<file path="config.mk">
export PLATFORM = sky130hd
export DESIGN_NAME = arp_port
export DESIGN_NICKNAME = d
export VERILOG_FILES = /design/src/design/arp_pkg.sv /design/src/design/arp_fifo.sv /design/src/design/arp_port.sv
export SDC_FILE = /design/constraint.sdc
export NUM_CORES = 1
export LEC_CHECK = 0
export BUFFER_PORTS_ARGS = -buffer_cell sky130_fd_sc_hd__buf_4
export CAP_MARGIN = 20
export CORE_MARGIN = 3
export CORE_UTILIZATION = 51
export DETAILED_ROUTE_END_ITERATION = 10
export HOLD_SLACK_MARGIN = 0.06
export PLACE_DENSITY_LB_ADDON = 0.2
export SLEW_MARGIN = 10
export SYNTH_ARGS = -nofsm -noshare
export SYNTH_HDL_FRONTEND = slang
export SYNTH_SLANG_ARGS = --single-unit
</file>
<file path="constraint.sdc">
create_clock -name mclk_i -period 10.75 [get_ports mclk_i]
set_input_delay 0.5375 -clock mclk_i [delete_from_list [all_inputs] [get_ports mclk_i]]
set_output_delay 0.5375 -clock mclk_i [all_outputs]
set_load 0.05 [all_outputs]
</file>
<file path="src/design/arp_pkg.sv">
// shared constants, timing tables and types of the result output port
package arp_pkg;

   // clock and result width
   localparam int          CLK_HZ      = 100_000_000;
   localparam int          CLK_NS      = 1_000_000_000 / CLK_HZ;
   localparam int          RES_W       = 16;
   localparam int          CNT_W       = 10;

   // register byte offsets on the avalon slave
   localparam logic [3:0]  REG_CTRL    = 4'h0;
   localparam logic [3:0]  REG_STATUS  = 4'h4;
   localparam logic [3:0]  REG_RESULT  = 4'h8;

   // control register fields and reset value
   localparam int          CTRL_PORT_TYPE  = 0;
   localparam int          CTRL_BYTE_ORDER = 1;
   localparam int          CTRL_CODING     = 2;
   localparam int          CTRL_W          = 3;
   localparam logic [2:0]  CTRL_RESET      = 3'h4;  // parallel, low byte first, straight binary

   // status register fields
   localparam int          STAT_FRAME  = 0;
   localparam int          STAT_MASTER = 1;
   localparam int          STAT_RAC    = 2;
   localparam int          STAT_DIV    = 3;
   localparam int          STAT_SYNCP  = 5;
   localparam int          STAT_BUSY   = 6;
   localparam int          STAT_LEVEL  = 8;

   // pad positions of the shared serial port
   localparam int          PIN_DIV0        = 2;
   localparam int          PIN_DIV1        = 3;
   localparam int          PIN_CLK_SRC     = 4;
   localparam int          PIN_SYNC_POL    = 5;
   localparam int          PIN_INV_SCLK    = 6;
   localparam int          PIN_READ_TIMING = 7;
   localparam int          PIN_SDO         = 8;
   localparam int          PIN_SCLK        = 9;
   localparam int          PIN_SYNC        = 10;

   // least times round up to cycles, longest times round down
   function automatic int cyc_up(input int ns);
      return (ns + CLK_NS - 1) / CLK_NS;
   endfunction
   function automatic int cyc_dn(input int ns);
      return (ns / CLK_NS < 1) ? 1 : ns / CLK_NS;
   endfunction

   // master read-after-convert timing per divider code, in ns
   localparam int T_LEAD_NS [4] = '{3, 17, 17, 17};
   localparam int T_HIGH_NS [4] = '{12, 22, 50, 100};
   localparam int T_LOW_NS  [4] = '{7, 21, 49, 99};
   localparam int T_HOLD_NS [4] = '{3, 60, 140, 300};
   localparam int T_BUSY_NS [4] = '{2000, 2500, 3500, 5750};
   localparam int T_SLAVE_HOLD_NS = 10;

   // the same times as cycle counts
   localparam logic [CNT_W-1:0] LEAD_CYC [4] = '{CNT_W'(cyc_up(T_LEAD_NS[0])),
      CNT_W'(cyc_up(T_LEAD_NS[1])), CNT_W'(cyc_up(T_LEAD_NS[2])), CNT_W'(cyc_up(T_LEAD_NS[3]))};
   localparam logic [CNT_W-1:0] HIGH_CYC [4] = '{CNT_W'(cyc_up(T_HIGH_NS[0])),
      CNT_W'(cyc_up(T_HIGH_NS[1])), CNT_W'(cyc_up(T_HIGH_NS[2])), CNT_W'(cyc_up(T_HIGH_NS[3]))};
   localparam logic [CNT_W-1:0] LOW_CYC  [4] = '{CNT_W'(cyc_up(T_LOW_NS[0])),
      CNT_W'(cyc_up(T_LOW_NS[1])), CNT_W'(cyc_up(T_LOW_NS[2])), CNT_W'(cyc_up(T_LOW_NS[3]))};
   localparam logic [CNT_W-1:0] HOLD_CYC [4] = '{CNT_W'(cyc_up(T_HOLD_NS[0])),
      CNT_W'(cyc_up(T_HOLD_NS[1])), CNT_W'(cyc_up(T_HOLD_NS[2])), CNT_W'(cyc_up(T_HOLD_NS[3]))};
   localparam logic [CNT_W-1:0] BUSY_CYC [4] = '{CNT_W'(cyc_dn(T_BUSY_NS[0])),
      CNT_W'(cyc_dn(T_BUSY_NS[1])), CNT_W'(cyc_dn(T_BUSY_NS[2])), CNT_W'(cyc_dn(T_BUSY_NS[3]))};
   localparam logic [CNT_W-1:0] SLAVE_HOLD_CYC = CNT_W'(cyc_up(T_SLAVE_HOLD_NS));

   // serial frame states
   typedef enum logic [4:0] {
      ST_IDLE = 5'b00001,
      ST_LEAD = 5'b00010,
      ST_LOW  = 5'b00100,
      ST_HIGH = 5'b01000,
      ST_HOLD = 5'b10000
   } arp_state_t;

endpackage

</file>
<file path="src/design/arp_fifo.sv">
// result fifo with registered read stage
`timescale 1ns/1ps
module arp_fifo #(
   parameter int W     = 16,
   parameter int DEPTH = 16
) (
   // clock and reset
   input  wire logic           mclk_i,
   input  wire logic           rst_i,
   // filling side
   input  wire logic           in_valid_i,
   input  wire logic [W-1:0]   in_data_i,
   output logic                in_ready_o,
   // draining side
   output logic                out_valid_o,
   output logic [W-1:0]        out_data_o,
   input  wire logic           out_ready_i,
   // words held in memory
   output logic [$clog2(DEPTH):0] level_o
);
   localparam int AW = $clog2(DEPTH);

   // refuse depths that the pointers cannot wrap cleanly
   if (DEPTH < 2 || (1 << AW) != DEPTH) begin : g_depth_check
      $error("arp_fifo depth must be a power of two of at least 2");
   end

   logic [W-1:0]  mem [DEPTH];
   logic [AW-1:0] wr_ptr;
   logic [AW-1:0] rd_ptr;
   logic [AW:0]   next_level;
   logic          push;
   logic          load;

   // push into memory, load the read stage when it is empty or drained
   assign push       = in_valid_i & in_ready_o;
   assign load       = (level_o != '0) & (~out_valid_o | out_ready_i);
   assign next_level = level_o + (AW+1)'(push) - (AW+1)'(load);

   // storage
   always_ff @(posedge mclk_i) begin
      if (push) begin
         mem[wr_ptr] <= in_data_i;
      end
   end

   // pointers, level and back-pressure
   always_ff @(posedge mclk_i or posedge rst_i) begin
      if (rst_i) begin
         wr_ptr     <= '0;
         rd_ptr     <= '0;
         level_o    <= '0;
         in_ready_o <= 1'b0;
      end else begin
         wr_ptr     <= wr_ptr + AW'(push);
         rd_ptr     <= rd_ptr + AW'(load);
         level_o    <= next_level;
         in_ready_o <= (next_level != (AW+1)'(DEPTH));
      end
   end

   // read stage
   always_ff @(posedge mclk_i or posedge rst_i) begin
      if (rst_i) begin
         out_valid_o <= 1'b0;
         out_data_o  <= '0;
      end else if (load) begin
         out_valid_o <= 1'b1;
         out_data_o  <= mem[rd_ptr];
      end else if (out_ready_i) begin
         out_valid_o <= 1'b0;
      end
   end

endmodule // arp_fifo

</file>
<file path="src/design/arp_port.sv">
// configurable parallel or serial result output port with avalon control
`timescale 1ns/1ps

module arp_port
   import arp_pkg::*;
#(
   parameter int RES_BITS   = 16,
   parameter int FIFO_DEPTH = 16
) (
   // clock and reset
   input  wire logic                   mclk_i,
   input  wire logic                   rst_i,
   // avalon-mm register slave
   input  wire logic [3:0]             avs_address_i,
   input  wire logic                   avs_read_i,
   input  wire logic                   avs_write_i,
   input  wire logic [31:0]            avs_writedata_i,
   input  wire logic [3:0]             avs_byteenable_i,
   output logic      [31:0]            avs_readdata_o,
   output logic                        avs_waitrequest_o,
   // results from the converter core
   input  wire logic                   result_valid_i,
   input  wire logic [arp_pkg::RES_W-1:0] result_data_i,
   output logic                        result_ready_o,
   input  wire logic                   conv_busy_i,
   output logic                        busy_o,
   // shared data pads
   input  wire logic [arp_pkg::RES_W-1:0] pad_d_i,
   output logic      [arp_pkg::RES_W-1:0] pad_d_o,
   output logic      [arp_pkg::RES_W-1:0] pad_d_oe_o
);
   import arp_pkg::*;

   // refuse widths the pin map cannot serve
   if (RES_BITS != RES_W) begin : g_width_check
      $error("arp_port serves 16-bit results only");
   end

   localparam int LVL_W = $clog2(FIFO_DEPTH) + 1;

   // control register and its fields
   logic [CTRL_W-1:0]   ctrl;
   logic                port_type_select;
   logic                byte_order_select;
   logic                output_coding_select;

   // serial control pins as sampled
   logic [1:0]          serial_clock_divider;
   logic                clock_source_select;
   logic                sync_polarity_select;
   logic                inv_sclk;
   logic                read_timing_select;
   logic                sclk_prev;

   // fifo draining side
   logic                fifo_valid;
   logic [RES_W-1:0]    fifo_data;
   logic                fifo_take;
   logic [LVL_W-1:0]    fifo_level;

   // serial frame
   arp_state_t          state;
   logic [3:0]          bit_cnt;
   logic [CNT_W-1:0]    ph_cnt;
   logic [CNT_W-1:0]    busy_cnt;
   logic [RES_W-1:0]    shreg;
   logic [1:0]          frame_div;
   logic                frame_master;
   logic                frame_rac;
   logic                frame_on;

   // derived modes
   logic                is_master;
   logic                is_rac;
   logic [1:0]          eff_div;
   logic                start_ok;
   logic                act_edge;
   logic                busy_over;

   // bus and pad holding
   logic                bus_req;
   logic [RES_W-1:0]    par_word;
   logic [RES_W-1:0]    last_result;
   logic [RES_W-1:0]    next_pad_d;
   logic [RES_W-1:0]    next_pad_oe;
   logic [31:0]         next_rdata;

   // output coding applied to any word sent on the pads, not to the result register
   function automatic logic [RES_W-1:0] code_word(input logic [RES_W-1:0] w,
                                                  input logic             straight);
      return straight ? w : {~w[RES_W-1], w[RES_W-2:0]};
   endfunction

   assign port_type_select     = ctrl[CTRL_PORT_TYPE];
   assign byte_order_select    = ctrl[CTRL_BYTE_ORDER];
   assign output_coding_select = ctrl[CTRL_CODING];

   // result fifo in the data path
   arp_fifo #(
      .W     (RES_W),
      .DEPTH (FIFO_DEPTH)
   ) u_fifo (
      .mclk_i      (mclk_i),
      .rst_i       (rst_i),
      .in_valid_i  (result_valid_i),
      .in_data_i   (result_data_i),
      .in_ready_o  (result_ready_o),
      .out_valid_o (fifo_valid),
      .out_data_o  (fifo_data),
      .out_ready_i (fifo_take),
      .level_o     (fifo_level)
   );

   // serial control pins are inputs only while the serial port is selected
   always_ff @(posedge mclk_i or posedge rst_i) begin
      if (rst_i) begin
         serial_clock_divider <= 2'h0;
         clock_source_select  <= 1'b0;
         sync_polarity_select <= 1'b0;
         inv_sclk             <= 1'b0;
         read_timing_select   <= 1'b0;
      end else if (port_type_select) begin
         serial_clock_divider <= {pad_d_i[PIN_DIV1], pad_d_i[PIN_DIV0]};
         clock_source_select  <= pad_d_i[PIN_CLK_SRC];
         sync_polarity_select <= pad_d_i[PIN_SYNC_POL];
         inv_sclk             <= pad_d_i[PIN_INV_SCLK];
         read_timing_select   <= pad_d_i[PIN_READ_TIMING];
      end
   end

   // previous level of the external serial clock for edge detection
   always_ff @(posedge mclk_i or posedge rst_i) begin
      if (rst_i) begin
         sclk_prev <= 1'b0;
      end else begin
         sclk_prev <= pad_d_i[PIN_SCLK];
      end
   end

   // mode decode
   assign is_master = ~clock_source_select;
   assign is_rac    = is_master & ~read_timing_select;
   assign eff_div   = is_rac ? serial_clock_divider : 2'h0;
   assign start_ok  = ~is_rac | ~conv_busy_i;
   assign act_edge  = inv_sclk ? (sclk_prev & ~pad_d_i[PIN_SCLK])
                               : (~sclk_prev & pad_d_i[PIN_SCLK]);
   assign frame_on  = (state != ST_IDLE);
   assign busy_over = frame_rac & (busy_cnt >= BUSY_CYC[frame_div] - CNT_W'(1));

   // parallel mode drains every result, serial mode takes one per frame
   assign fifo_take = fifo_valid &
                      (~port_type_select | (state == ST_IDLE & start_ok));

   // word shown on the parallel bus and last result for software
   always_ff @(posedge mclk_i or posedge rst_i) begin
      if (rst_i) begin
         par_word    <= '0;
         last_result <= '0;
      end else if (fifo_take) begin
         par_word    <= fifo_data;
         last_result <= fifo_data;
      end
   end

   // serial frame sequencer
   always_ff @(posedge mclk_i or posedge rst_i) begin
      if (rst_i) begin
         state        <= ST_IDLE;
         bit_cnt      <= 4'h0;
         ph_cnt       <= '0;
         shreg        <= '0;
         frame_div    <= 2'h0;
         frame_master <= 1'b0;
         frame_rac    <= 1'b0;
      end else if (!port_type_select || busy_over) begin
         state <= ST_IDLE;
      end else begin
         unique case (state)
            ST_IDLE: begin
               if (fifo_take) begin
                  shreg        <= code_word(fifo_data, output_coding_select);
                  bit_cnt      <= 4'h0;
                  frame_div    <= eff_div;
                  frame_master <= is_master;
                  frame_rac    <= is_rac;
                  ph_cnt       <= LEAD_CYC[eff_div] - CNT_W'(1);
                  state        <= is_master ? ST_LEAD : ST_LOW;
               end
            end
            ST_LEAD: begin
               if (ph_cnt == '0) begin
                  ph_cnt <= LOW_CYC[frame_div] - CNT_W'(1);
                  state  <= ST_LOW;
               end else begin
                  ph_cnt <= ph_cnt - CNT_W'(1);
               end
            end
            ST_LOW: begin
               if (frame_master) begin
                  if (ph_cnt == '0) begin
                     ph_cnt <= HIGH_CYC[frame_div] - CNT_W'(1);
                     state  <= ST_HIGH;
                  end else begin
                     ph_cnt <= ph_cnt - CNT_W'(1);
                  end
               end else if (act_edge) begin
                  if (bit_cnt == 4'hf) begin
                     ph_cnt <= SLAVE_HOLD_CYC - CNT_W'(1);
                     state  <= ST_HOLD;
                  end else begin
                     shreg   <= {shreg[RES_W-2:0], 1'b0};
                     bit_cnt <= bit_cnt + 4'h1;
                  end
               end
            end
            ST_HIGH: begin
               if (ph_cnt != '0) begin
                  ph_cnt <= ph_cnt - CNT_W'(1);
               end else if (bit_cnt == 4'hf) begin
                  ph_cnt <= HOLD_CYC[frame_div] - CNT_W'(1);
                  state  <= ST_HOLD;
               end else begin
                  shreg   <= {shreg[RES_W-2:0], 1'b0};
                  bit_cnt <= bit_cnt + 4'h1;
                  ph_cnt  <= LOW_CYC[frame_div] - CNT_W'(1);
                  state   <= ST_LOW;
               end
            end
            ST_HOLD: begin
               if (ph_cnt == '0) begin
                  state <= ST_IDLE;
               end else begin
                  ph_cnt <= ph_cnt - CNT_W'(1);
               end
            end
            default: begin
               state <= ST_IDLE;
            end
         endcase
      end
   end

   // length of the current read-after-convert frame
   always_ff @(posedge mclk_i or posedge rst_i) begin
      if (rst_i) begin
         busy_cnt <= '0;
      end else if (!frame_on) begin
         busy_cnt <= '0;
      end else begin
         busy_cnt <= busy_cnt + CNT_W'(1);
      end
   end

   // busy covers the conversion and a read-after-convert frame
   always_ff @(posedge mclk_i or posedge rst_i) begin
      if (rst_i) begin
         busy_o <= 1'b0;
      end else begin
         busy_o <= conv_busy_i | (frame_on & frame_rac & ~busy_over);
      end
   end

   // pad values for the selected port type
   always_comb begin
      next_pad_d  = '0;
      next_pad_oe = '0;
      if (!port_type_select) begin
         next_pad_d  = code_word(par_word, output_coding_select);
         if (byte_order_select) begin
            next_pad_d = {next_pad_d[7:0], next_pad_d[15:8]};
         end
         next_pad_oe = '1;
      end else begin
         // low data pins and control pins stay undriven
         next_pad_oe[1:0]          = 2'h0;
         next_pad_d[PIN_SDO]       = frame_on & shreg[RES_W-1];
         next_pad_oe[PIN_SDO]      = 1'b1;
         next_pad_d[PIN_SYNC]      = frame_on ^ sync_polarity_select;
         next_pad_oe[PIN_SYNC]     = 1'b1;
         next_pad_d[PIN_SCLK]      = frame_master & (state == ST_HIGH);
         next_pad_oe[PIN_SCLK]     = is_master;
      end
   end

   // registered pads
   always_ff @(posedge mclk_i or posedge rst_i) begin
      if (rst_i) begin
         pad_d_o    <= '0;
         pad_d_oe_o <= '0;
      end else begin
         pad_d_o    <= next_pad_d;
         pad_d_oe_o <= next_pad_oe;
      end
   end

   // read data decode, unmapped offsets read as zero
   always_comb begin
      next_rdata = 32'h0;
      unique case (avs_address_i)
         REG_CTRL:   next_rdata[CTRL_W-1:0] = ctrl;
         REG_STATUS: begin
            next_rdata[STAT_FRAME]              = frame_on;
            next_rdata[STAT_MASTER]             = is_master;
            next_rdata[STAT_RAC]                = is_rac;
            next_rdata[STAT_DIV +: 2]           = eff_div;
            next_rdata[STAT_SYNCP]              = sync_polarity_select;
            next_rdata[STAT_BUSY]               = busy_o;
            next_rdata[STAT_LEVEL +: LVL_W]     = fifo_level;
         end
         REG_RESULT: next_rdata[RES_W-1:0] = last_result;
         default:    next_rdata = 32'h0;
      endcase
   end

   // one wait state per access, then answer for one cycle
   assign bus_req = (avs_read_i | avs_write_i) & avs_waitrequest_o;

   always_ff @(posedge mclk_i or posedge rst_i) begin
      if (rst_i) begin
         avs_waitrequest_o <= 1'b1;
         avs_readdata_o    <= 32'h0;
      end else begin
         avs_waitrequest_o <= ~bus_req;
         if (bus_req && avs_read_i) begin
            avs_readdata_o <= next_rdata;
         end
      end
   end

   // control register write, taken at the edge that completes the access
   always_ff @(posedge mclk_i or posedge rst_i) begin
      if (rst_i) begin
         ctrl <= CTRL_RESET;
      end else if (avs_write_i && !avs_waitrequest_o && avs_address_i == REG_CTRL
                   && avs_byteenable_i[0]) begin
         ctrl <= avs_writedata_i[CTRL_W-1:0];
      end
   end

endmodule // arp_port

</file>
==> results.json <==
{
  "switching_share_pct": 32.9,
  "ctsLongestPathBuffers": 3,
  "largest_net_degree_at_the_start_of_global_routing": 81,
  "crit_fanout": 31,
  "antenna_found_initial": 1,
  "avgRoutedWirePerCell_um": 21.3,
  "p_int_mw": 3.48,
  "synth-edff-count": 256,
  "grt_overflow": 0,
  "ys_types": 77,
  "dieWidth_um": 189,
  "seqPwrFrac_pct": 42.2,
  "yosys.area_share.xor_xnor_pct": 0.969,
  "power_density_nw_per_um2": 265,
  "io_buffers": 87,
  "post-synth-top-count-cell": "sky130_fd_sc_hd__edfxtp_1",
  "drtAntennaViolNets": 0,
  "timing.fmax_ghz": 0.282,
  "diodes": 0,
  "worst-slew-pin-transition_ns": 1.14,
  "netlist.area_leader.share_pct": 44.8,
  "placedInstanceArea_um2": 18200,
  "power.clock.fraction_pct": 26.6,
  "grt_use_total_pct": 19.7,
  "timing.final.hold_violations": 0,
  "route.final.wire_length_um": 34800,
  "syn-instance-count": 1076,
  "floorplan.die_area_um2": 35900,
  "grt_first_pass_wirelength_um": 54700,
  "total_core_area_um2": 32900,
  "clkLatencyLatePin_ns": 0.55,
  "cts_root_buf": "sky130_fd_sc_hd__clkbuf_16",
  "via_density_per_instance": 5.72,
  "route.detailed.drc": 0,
  "firstDrtPassIters": 7,
  "cp.required_ns": 11.17,
  "postCtsResizedCells": 0,
  "synth_simple_gate_area_share_pct": 6.14,
  "timing.max_slew.rel_slack_pct": 23.1,
  "largest_area_contributor_in_the_netlist": "sky130_fd_sc_hd__edfxtp_1",
  "synth.cell_area_um2": 17200,
  "gpl.final_weighted_congestion": 0.838,
  "final_setup_viols": 0,
  "area.growth.synth_to_final_pct": 13.9,
  "ys_dominant_reg_cell": "sky130_fd_sc_hd__edfxtp_1",
  "grt_pass1_vias": 9505,
  "outcome": "completed",
  "yosysSeqAreaShare_pct": 65.6,
  "tritoncts": "done",
  "synth.ff_latch_count": 399,
  "synth_compound_area_share_pct": 5.38,
  "post_synth_mux_area_share_pct": 16.3,
  "worst_setup_path_end_kind": "register",
  "tns_ns": 0,
  "max-vdd-ir-drop_mv": 0.153,
  "postCtsSetupRepairBufs": 0,
  "h-tree-depth": 2,
  "finalClockSkew_ns": 0.0138,
  "clock_sink_count": 399,
  "main_combinational_cell_family_by_area_after_synthesis": "multiplexers",
  "cts.hold.buffers_added": 0,
  "power.share.combinational_pct": 31.2,
  "final.min_clock_period_ns": 3.55,
  "final_area_um2": 19500,
  "hpwl_um": 21700,
  "p_sw_mw": 1.71,
  "timing_worst_setup_path_type": "reg2reg",
  "initial_core_util_pct": 52.2,
  "pre_cts_ws_ns": 7.18,
  "synth.area.top_cells": "sky130_fd_sc_hd__edfxtp_1, sky130_fd_sc_hd__dfrtp_1, sky130_fd_sc_hd__mux4_2",
  "p_leak_nw": 7.26,
  "cts_buffers": 42,
  "ys_warn_count": 0,
  "report.final.slew_viol_count": 0,
  "initialDrtViolationCount": 661,
  "synth_area_per_cell_um2": 16.0,
  "i_o_pin_count": 145,
  "drive_above_1_share_pct": 28.3,
  "postSynth.asyncResetShare_pct": 35.8,
  "maxCapViolations": 0,
  "min_period_over_period_pct": 33.0,
  "rsz0062_at_grt": "no",
  "placement_rows": 66,
  "cp-start-kind": "register",
  "hold_path.class": "in2async",
  "synth.cells.most_frequent": "sky130_fd_sc_hd__edfxtp_1, sky130_fd_sc_hd__dfrtp_1, sky130_fd_sc_hd__mux4_2",
  "cp.arrival_ns": 3.97,
  "layout.nets": 1273,
  "post-route-worst-setup-slack_ns": 7.20,
  "die_height_um": 189,
  "number_of_vias_after_detailed_routing": 9352,
  "clkTransAtPathRegs_ns": 0.06,
  "synth-adder-area-share_pct": 2.30
}
## per-stage QoR
step	hold slack [ns]	total power [mW]	utilization (%)	cells
after floorplan	0.455	3.38	-	1091
after global placement	0.468	3.82	55.5	1562
after detailed placement	0.475	3.85	55.5	1562
after CTS	0.0889	5.24	59.5	1636
after global routing	0.0940	5.46	59.5	1636
final	0.102	5.18	59.5	1636
## power by group through the flow
| stage | clock network [mW] | registers (mW) | logic (mW) |
|---|---|---|---|
| finish | 1.38 | 2.19 | 1.62 |
| global route | 1.47 | 2.23 | 1.76 |
| CTS | 1.41 | 2.19 | 1.64 |
| detailed placement | 0 | 2.22 | 1.63 |
| global placement | 0 | 2.21 | 1.61 |
| floorplan | 0 | 2.23 | 1.15 |
## critical path, stage by stage, from the launching register on
cell and delay (ns):
sky130_fd_sc_hd__dfrtp_1 0.45, sky130_fd_sc_hd__inv_1 0.21, sky130_fd_sc_hd__ha_1 0.24, sky130_fd_sc_hd__inv_1 0.06, sky130_fd_sc_hd__ha_1 0.29, sky130_fd_sc_hd__and4_1 0.23
sky130_fd_sc_hd__nand3_1 0.08, sky130_fd_sc_hd__o311ai_1 0.33, sky130_fd_sc_hd__a21o_1 0.17, sky130_fd_sc_hd__buf_4 0.30, sky130_fd_sc_hd__or2_1 0.66, sky130_fd_sc_hd__mux2_1 0.39
## metal layers
metal  vias to the layer above  share of wire, %  track usage, %
met2                       266                49            33.0
met3                        48               5.8            3.41
met1                      4767                43            27.2
li1                       4269                 -               -
met5                         -             0.040               0
met4                         2               1.9            5.00
## path summary, 6_finish.rpt
| kind | from | endpoint | slack, ns | depth (start not counted) |
|---|---|---|---|---|
| max | frame_div[0] | shreg[11] | 7.20 | 11 |
| max in group asynchronous | rst_i | busy_cnt[3] | 9.38 | 3 |
| min in group mclk_i | pad_d_i[9] | sclk_prev | 0.12 | 1 |
| max reg2reg | frame_div[0] | shreg[11] | 7.20 | 11 |
| min | rst_i | pad_d_oe_o[14] | 0.10 | 2 |
| min reg2reg | avs_readdata_o[13] | avs_readdata_o[13] | 0.48 | 2 |
## state kept, by name, summed over array words and instances (netlist names), 5 cells and up
name / flops
u_fifo.mem: 256
avs_readdata_o: 16
last_result: 16
pad_d_o: 16
shreg: 16
u_fifo.out_data_o: 16
busy_cnt: 10
ph_cnt: 10
state: 5
u_fifo.level_o: 5
## cell usage in the layout (no fill, tap or decap), types with 8 or more instances in the layout
cell type	n
sky130_fd_sc_hd__nor2_2	12
sky130_fd_sc_hd__nand3_1	21
sky130_fd_sc_hd__mux2_2	54
sky130_fd_sc_hd__clkinv_1	10
sky130_fd_sc_hd__nor2_1	47
sky130_fd_sc_hd__a21oi_1	21
sky130_fd_sc_hd__edfxtp_1	256
sky130_fd_sc_hd__o21ai_0	42
sky130_fd_sc_hd__a22oi_1	10
sky130_fd_sc_hd__mux4_2	80
sky130_fd_sc_hd__mux2_1	11
sky130_fd_sc_hd__nand2_1	47
sky130_fd_sc_hd__inv_1	29
sky130_fd_sc_hd__ha_1	30
sky130_fd_sc_hd__clkbuf_16	42
sky130_fd_sc_hd__dfrtp_1	138
sky130_fd_sc_hd__conb_1	17
sky130_fd_sc_hd__xor2_1	9
sky130_fd_sc_hd__mux2i_1	26
sky130_fd_sc_hd__nand2b_1	8
sky130_fd_sc_hd__buf_4	111
sky130_fd_sc_hd__nor3_1	11
sky130_fd_sc_hd__xnor2_1	10
## cell families (layout without fill, tap and decap cells)
logic type	Yosys count	in the layout
AOI/OAI and AO/OA	139	139
xor gates and xnor gates	19	19
adders and majority gates	31	31
buffers and inverters	112	215
DFF	399	399
muxes	171	171
other	2	17
and+or+nand+nor	203	203
## layout make-up
class	count	area, um2
Fill cell	2506	13300
Sequential cell	399	11300
Multi-Input combinational cell	580	5450
Clock buffer	51	1110
Timing Repair Buffer	111	833
Tap cell	442	553
Clock inverter	23	209
Inverter	30	118
Note: power is estimated with default switching activity, not from simulation.
